==> src/inc/tfm_pkg.sv <==
// Package: constants for the time-of-flight measure block
// How it works
// Counter starts on window rising edge
// Signal edge captures period, clears counter
// Two window edges capture width, clear
// Counter low byte readable, writable, resets zero
// Counter 24 bits, upper byte separately accessible
// Sources give clean levels, synchronised here
package tfm_pkg;
	// Counter width
	localparam int CNT_W = 24;
	// Register byte addresses, one aligned word each
	localparam logic [7:0] ADDR_CNT_LOW = 8'h00;
	localparam logic [7:0] ADDR_CNT_HIGH = 8'h04;
	localparam logic [7:0] ADDR_CNT_UPPER = 8'h08;
	localparam logic [7:0] ADDR_PERIOD = 8'h0C;
	localparam logic [7:0] ADDR_WIDTH = 8'h10;
	localparam logic [7:0] ADDR_CTRL = 8'h14;
	localparam logic [7:0] ADDR_STATUS = 8'h18;
	// Control field positions
	localparam int CTRL_EN_BIT = 0;
	// Status field positions
	localparam int STAT_RUN_BIT = 0;
	localparam int STAT_PER_BIT = 1;
	localparam int STAT_WID_BIT = 2;
	// Reset values
	localparam logic [23:0] CNT_RESET = 24'h000000;
	localparam logic [31:0] UNMAPPED_READ = 32'h00000000;
endpackage : tfm_pkg

==> src/tfm_edge.sv <==
// Synchroniser with rising edge detector for one input
`timescale 1ns/1ps
module tfm_edge (
	input wire logic sys_clk,
	input wire logic rst_sync_n,
	input wire logic din,
	output logic rise
);
	// Two sync stages plus one history stage
	typedef struct packed {
		logic s1;
		logic s2;
		logic s3;
	} tfm_edge_t;
	tfm_edge_t st_ff;
	tfm_edge_t nxt_st;

	// First stage feeds only the second
	always_comb begin
		nxt_st.s1 = din;
		nxt_st.s2 = st_ff.s1;
		nxt_st.s3 = st_ff.s2;
	end

	// State register
	always_ff @(posedge sys_clk or negedge rst_sync_n) begin
		if (!rst_sync_n) begin
			st_ff <= '0;
		end else begin
			st_ff <= nxt_st;
		end
	end

	// Rising edge seen on synchronised level
	assign rise = st_ff.s2 & ~st_ff.s3;
endmodule : tfm_edge

==> src/tfm_top.sv <==
// Time-of-flight measurement timer with Avalon-MM register slave
`timescale 1ns/1ps
module tfm_top (
	input wire logic sys_clk,
	input wire logic rst_n,
	input wire logic window_input,
	input wire logic measured_signal_input,
	input wire logic [7:0] avs_address,
	input wire logic avs_read,
	input wire logic avs_write,
	input wire logic [31:0] avs_writedata,
	input wire logic [3:0] avs_byteenable,
	output logic [31:0] avs_readdata,
	output logic avs_waitrequest,
	output logic running,
	output logic [23:0] period_capture_reg,
	output logic [23:0] pulse_width_capture_reg
);
	// Whole block state
	typedef struct packed {
		logic [23:0] cnt;      // Measurement counter
		logic [23:0] per;      // Period capture
		logic [23:0] wid;      // Pulse width capture
		logic run;             // Counting armed
		logic sig_seen;        // Signal edge since last window edge
		logic en;              // Software enable
		logic per_new;         // Period captured, sticky
		logic wid_new;         // Width captured, sticky
		logic [31:0] rdata;    // Read data
		logic ack;             // Access answered this cycle
	} tfm_state_t;
	tfm_state_t st_ff;
	tfm_state_t nxt_st;

	// Reset release copy
	logic [1:0] rst_sync_ff;
	logic rst_sync_n;
	logic win_rise;
	logic sig_rise;
	logic req;
	logic wr_hit;
	logic [31:0] wmask;

	// Reset released through two flops
	always_ff @(posedge sys_clk or negedge rst_n) begin
		if (!rst_n) begin
			rst_sync_ff <= 2'h0;
		end else begin
			rst_sync_ff <= {rst_sync_ff[0], 1'b1};
		end
	end
	assign rst_sync_n = rst_sync_ff[1];

	// Edge detectors on both external inputs
	tfm_edge u_win (
		.sys_clk(sys_clk),
		.rst_sync_n(rst_sync_n),
		.din(window_input),
		.rise(win_rise)
	);
	tfm_edge u_sig (
		.sys_clk(sys_clk),
		.rst_sync_n(rst_sync_n),
		.din(measured_signal_input),
		.rise(sig_rise)
	);

	// Access takes one wait cycle, answered when ack is set
	assign req = (avs_read | avs_write) & ~st_ff.ack;
	assign wr_hit = avs_write & ~st_ff.ack;
	assign wmask = {{8{avs_byteenable[3]}}, {8{avs_byteenable[2]}},
		{8{avs_byteenable[1]}}, {8{avs_byteenable[0]}}};

	// Measurement and register logic
	always_comb begin
		nxt_st = st_ff;
		nxt_st.ack = req;
		// Measurement sequence, only while enabled
		if (!st_ff.en) begin
			nxt_st.run = 1'b0;
			nxt_st.sig_seen = 1'b0;
		end else begin
			if (st_ff.run) begin
				nxt_st.cnt = st_ff.cnt + 24'h000001;
			end
			if (win_rise) begin
				if (st_ff.run && !st_ff.sig_seen) begin
					// Second window edge without signal edge
					nxt_st.wid = st_ff.cnt;
					nxt_st.cnt = tfm_pkg::CNT_RESET;
					nxt_st.wid_new = 1'b1;
				end else if (!st_ff.run) begin
					nxt_st.cnt = tfm_pkg::CNT_RESET;
				end
				nxt_st.run = 1'b1;
				nxt_st.sig_seen = 1'b0;
			end
			// On a tie the period is still captured, and the window edge starts a new interval
			if (sig_rise && st_ff.run) begin
				nxt_st.per = st_ff.cnt;
				nxt_st.cnt = tfm_pkg::CNT_RESET;
				nxt_st.per_new = 1'b1;
				nxt_st.sig_seen = !win_rise;
			end
		end
		// Register writes, byte lanes honoured; software write beats count
		if (wr_hit) begin
			case (avs_address)
				tfm_pkg::ADDR_CNT_LOW: begin
					if (avs_byteenable[0]) nxt_st.cnt[7:0] = avs_writedata[7:0];
				end
				tfm_pkg::ADDR_CNT_HIGH: begin
					if (avs_byteenable[0]) nxt_st.cnt[15:8] = avs_writedata[7:0];
				end
				tfm_pkg::ADDR_CNT_UPPER: begin
					if (avs_byteenable[0]) nxt_st.cnt[23:16] = avs_writedata[7:0];
				end
				tfm_pkg::ADDR_CTRL: begin
					if (avs_byteenable[0]) nxt_st.en = avs_writedata[tfm_pkg::CTRL_EN_BIT];
				end
				tfm_pkg::ADDR_STATUS: begin
					// Write one to clear; a new capture in same cycle wins
					if (avs_byteenable[0] && avs_writedata[tfm_pkg::STAT_PER_BIT] && !(sig_rise && st_ff.run && st_ff.en))
						nxt_st.per_new = 1'b0;
					// Same set-wins rule as the period flag, even when the flag is already set
					if (avs_byteenable[0] && avs_writedata[tfm_pkg::STAT_WID_BIT]
						&& !(win_rise && st_ff.run && !st_ff.sig_seen && st_ff.en))
						nxt_st.wid_new = 1'b0;
				end
				default: begin
					// Unmapped write ignored
				end
			endcase
		end
		// Read data, captured for the answer cycle
		nxt_st.rdata = tfm_pkg::UNMAPPED_READ;
		if (avs_read && !st_ff.ack) begin
			case (avs_address)
				tfm_pkg::ADDR_CNT_LOW: nxt_st.rdata = {24'h000000, st_ff.cnt[7:0]};
				tfm_pkg::ADDR_CNT_HIGH: nxt_st.rdata = {24'h000000, st_ff.cnt[15:8]};
				tfm_pkg::ADDR_CNT_UPPER: nxt_st.rdata = {24'h000000, st_ff.cnt[23:16]};
				tfm_pkg::ADDR_PERIOD: nxt_st.rdata = {8'h00, st_ff.per};
				tfm_pkg::ADDR_WIDTH: nxt_st.rdata = {8'h00, st_ff.wid};
				tfm_pkg::ADDR_CTRL: nxt_st.rdata = {31'h00000000, st_ff.en};
				tfm_pkg::ADDR_STATUS: nxt_st.rdata = {29'h00000000, st_ff.wid_new, st_ff.per_new, st_ff.run};
				default: nxt_st.rdata = tfm_pkg::UNMAPPED_READ;
			endcase
			nxt_st.rdata = nxt_st.rdata & wmask;
		end
	end

	// State register
	always_ff @(posedge sys_clk or negedge rst_sync_n) begin
		if (!rst_sync_n) begin
			st_ff <= '0;
		end else begin
			st_ff <= nxt_st;
		end
	end

	// Outputs straight from flops
	assign avs_readdata = st_ff.rdata;
	assign avs_waitrequest = ~st_ff.ack;
	assign running = st_ff.run;
	assign period_capture_reg = st_ff.per;
	assign pulse_width_capture_reg = st_ff.wid;
endmodule : tfm_top
==> config.mk <==
export PLATFORM = sky130hd
export DESIGN_NAME = tfm_top
export DESIGN_NICKNAME = d
export VERILOG_FILES = /design/src/inc/tfm_pkg.sv /design/src/tfm_edge.sv /design/src/tfm_top.sv
export SDC_FILE = /design/constraint.sdc
export NUM_CORES = 1
export LEC_CHECK = 0
export BUFFER_PORTS_ARGS = -buffer_cell sky130_fd_sc_hd__buf_2
export CORE_ASPECT_RATIO = 0.9
export CORE_MARGIN = 4
export CORE_UTILIZATION = 54
export CTS_CLUSTER_SIZE = 25
export DETAILED_ROUTE_END_ITERATION = 16
export PLACE_DENSITY = 0.76
export SKIP_CTS_REPAIR_TIMING = 1
export SLEW_MARGIN = 20
export SYNTH_ARGS = -nofsm -noshare
export SYNTH_HDL_FRONTEND = slang
export SYNTH_SLANG_ARGS = --single-unit
==> constraint.sdc <==
create_clock -name sys_clk -period 3.9 [get_ports sys_clk]
set_input_delay 0.78 -clock sys_clk [delete_from_list [all_inputs] [get_ports sys_clk]]
set_output_delay 0.78 -clock sys_clk [all_outputs]
set_load 0.05 [all_outputs]
==> metrics.yaml <==
run_status:
  outcome: "finished, final reports clean"
worst_setup_path:
  cp.required_ns: 4.17
  critPathLaunch: "avs_address[2]"
  worst_r2r_path_depth: 5
  endpoint_of_the_worst_setup_timing_path: "avs_readdata[1]"
  critPathMaxFanout: 18
  timing.reg2reg.setup_slack_ns: 1.69
  crit_path_end_kind: "flop"
  critical_path_arrival_ns: 2.84
  critPathLaunchType: "input port"
  r2r_start: "running"
  critical_path.reg2reg.endpoint: "st_ff[105]"
  path_class: "in2reg"
sta:
  maxSlewViolCount: 0
  setup_viol_count_final: 0
  setup-tns-final_ns: 0
  max_slew.worst_pin.slew_ns: 0.967
  max-slew-margin-rel_pct: 35.5
  worst_hold_slack_ns: 0.199
  min_period_ns: 2.57
  rsz0062_at_grt: "no"
  max_clock_freq_mhz: 389
  worst_setup_slack_final_ns: 1.33
  finalClockSkew_ns: 0.00424
  timing.final.hold_violations: 0
  final.period_utilization_pct: 65.9
synthesis:
  synth-adder-area-share_pct: 0.434
  synth.cell_area_mm2: 0.00576
  ys_seq_area_share_pct: 47.8
  cell_taking_the_most_area_after_synthesis: "sky130_fd_sc_hd__dfrtp_1"
  postSynthAreaPerCell_um2: 10.4
  synth-edff-count: 0
  post-synth-top-count-cell: "sky130_fd_sc_hd__dfrtp_1"
  synth_compound_gate_area_share_pct: 13.1
  simple_logic_cell_fraction_of_the_synthesized_area_pct: 15.7
  synth.distinct_cells: 52
  ys_top_cells_by_count: "sky130_fd_sc_hd__dfrtp_1 (110), sky130_fd_sc_hd__buf_4 (81), sky130_fd_sc_hd__nand2_1 (49)"
  yosys_warnings: 0
  top_ff_cell_synth: "sky130_fd_sc_hd__dfrtp_1"
  synth_mux_area_share_pct: 9.45
  post_synth_xor_area_fraction_pct: 0
  synthArstFlopShare_pct: 100
  synth_largest_type_area_fraction_pct: 47.8
  top_post_synthesis_cells_by_area: "sky130_fd_sc_hd__dfrtp_1 (48%), sky130_fd_sc_hd__buf_4 (11%), sky130_fd_sc_hd__mux2_2 (6.3%), sky130_fd_sc_hd__a22oi_1 (3.8%), sky130_fd_sc_hd__nand2_1 (3.2%)"
  synth-seq-cells: 110
  netlist_instances: 555
  main_combinational_cell_family_by_area_after_synthesis: "simple AND/OR/NAND/NOR gates"
global_route:
  antenna_violations_before_repair: 0
  grt_pass1_wl_um: 22200
  grt_pass1_vias: 4226
  grt_overflow: 0
  globalRouteTotalUtil_pct: 22.8
  pin_count_of_the_biggest_net_entering_global_routing: 76
placement:
  hpwlAfterDp_um: 9870
  placement.io_buffers: 98
  dp_worst_setup_slack_ns: 1.07
  place.gp.congestion: 0.963
route:
  detail_route.vias_per_cell: 6.28
  drt_pass1_iterations: 6
  vias: 4404
  drt_first_iter_violations: 405
  route.antenna.remaining_nets: 0
  routed_wire_length_per_instance_um: 19.6
  drt_wl_total_um: 13700
  drt_drc_violations_left: 0
clocking:
  h_tree_depth: 3
  worstSkewPairLatency_ns: 0.35
  clock_sinks: 110
  cts-buffers-inserted: 9
  clkSlewWorstSetupHoldPaths_ns: 0.07
  ctsLongestPathBuffers: 2
  cts_tree: "yes"
  cts_root_buffer: "sky130_fd_sc_hd__clkbuf_16"
layout:
  layout-drive-gt1-share_pct: 29.2
  antenna_cells_inserted: 0
  syn_to_final_growth_pct: 4.95
  fillCellCount: 885
  register_ranked_first_by_flip_flop_count: "st_ff"
  finish.net_count: 619
  largest_reg_flops: 29
floorplanning:
  rows: 35
  dieArea_mm2: 0.0124
  die_w_um: 117
  ios: 132
  core_region_area_mm2: 0.0103
  chipHeight_um: 106
  initial_core_utilization_pct: 55.8
hold_path:
  holdCritPathClass: "in2async"
pwr:
  vdd_drop_max_v: 0.000296
  p_total_mw: 2.51
  power_leakage_nw: 2.85
  power_density_mw_per_mm2: 415
job:
  drv.max_cap_violation_count: 0
-- layer usage --
metal / track usage, % / vias to the layer above / share of wire, %
li1: - / 1936 / -
met1: 31.0 / 2189 / 42
met2: 36.3 / 240 / 47
met3: 4.67 / 39 / 8.6
met4: 7.94 / 0 / 2.7
met5: 0 / - / 0
-- worst max-delay path, cell delays in order --
cell and delay, ns:
sky130_fd_sc_hd__buf_2 0.21, sky130_fd_sc_hd__nor4_1 0.52, sky130_fd_sc_hd__and2_1 0.26, sky130_fd_sc_hd__and3b_1 0.68, sky130_fd_sc_hd__a22oi_1 0.16, sky130_fd_sc_hd__a31oi_1 0.23
-- how the worst min path moves through the flow --
| stage | from | end | slack (ns) | cells past startpoint |
|---|---|---|---|---|
| 2_1_floorplan | rst_sync_ff[0] | rst_sync_ff[1] | 0.33 | 0 |
| 3_3_place_gp | u_win.nxt_st[1] | u_win.nxt_st[0] | 0.33 | 0 |
| 3_5_place_dp | rst_sync_ff[0] | rst_sync_ff[1] | 0.34 | 0 |
| 4_1_cts | rst_n | rst_sync_ff[1] | 0.19 | 1 |
| 5_1_grt | rst_n | rst_sync_ff[1] | 0.19 | 1 |
| 6_report | rst_n | rst_sync_ff[1] | 0.20 | 1 |
-- cells by family after synthesis --
logic type	after synthesis
and+or+nand+nor	168
adders and majority gates	2
DFF	110
muxes	48
buffers and inverters	115
AOI/OAI and AO/OA	110
other	2
-- layout by cell type (no fill, tap or decap), types with 5 or more instances in the layout --
master / Yosys / final
sky130_fd_sc_hd__o21a_1: 6 / 6
sky130_fd_sc_hd__buf_2: 16 / 98
sky130_fd_sc_hd__nor3_1: 8 / 8
sky130_fd_sc_hd__nand2_1: 49 / 49
sky130_fd_sc_hd__o211ai_1: 8 / 8
sky130_fd_sc_hd__o21ai_0: 19 / 19
sky130_fd_sc_hd__a31oi_1: 9 / 9
sky130_fd_sc_hd__mux2_2: 32 / 32
sky130_fd_sc_hd__mux2_1: 15 / 15
sky130_fd_sc_hd__nor2_1: 45 / 45
sky130_fd_sc_hd__nand3_1: 17 / 17
sky130_fd_sc_hd__a22oi_1: 29 / 29
sky130_fd_sc_hd__clkbuf_16: 0 / 9
sky130_fd_sc_hd__nor4_1: 7 / 7
sky130_fd_sc_hd__conb_1: 2 / 9
sky130_fd_sc_hd__o311ai_1: 10 / 10
sky130_fd_sc_hd__dfrtp_1: 110 / 109
sky130_fd_sc_hd__a21oi_1: 15 / 15
sky130_fd_sc_hd__a222oi_1: 5 / 5
sky130_fd_sc_hd__buf_4: 81 / 7
sky130_fd_sc_hd__and3_1: 6 / 6
-- through the flow --
step / cell area, um2 / std cells / utilization [%]
after floorplan: 5790 / 562 / -
after global placement: 5740 / 685 / 55.5
after detailed placement: 5740 / 685 / 55.5
after CTS: 6050 / 701 / 58.5
after global routing: 6050 / 701 / 58.5
final: 6050 / 701 / 58.5
-- report_power, final --
part | internal [mW] | switching (mW) | leakage (nW)
combinational | 0.0860 | 0.140 | 1.27
clock | 0.517 | 0.412 | 0.137
sequential | 1.20 | 0.159 | 1.44
total | 1.80 | 0.710 | 2.85
-- layout make-up --
| cell class | count | area [um2] | area share, % |
|---|---|---|---|
| repair buffers | 105 | 543 | 8.98 |
| inverters | 4 | 15.0 | 0.248 |
| flip-flops and latches | 110 | 2760 | 45.6 |
| well taps | 129 | 161 | 2.67 |
| multi-input cells | 337 | 2260 | 37.4 |
| clock buffers | 10 | 239 | 3.95 |
| clock inverters | 6 | 68.8 | 1.14 |
Power figures use the tool's default switching activity.
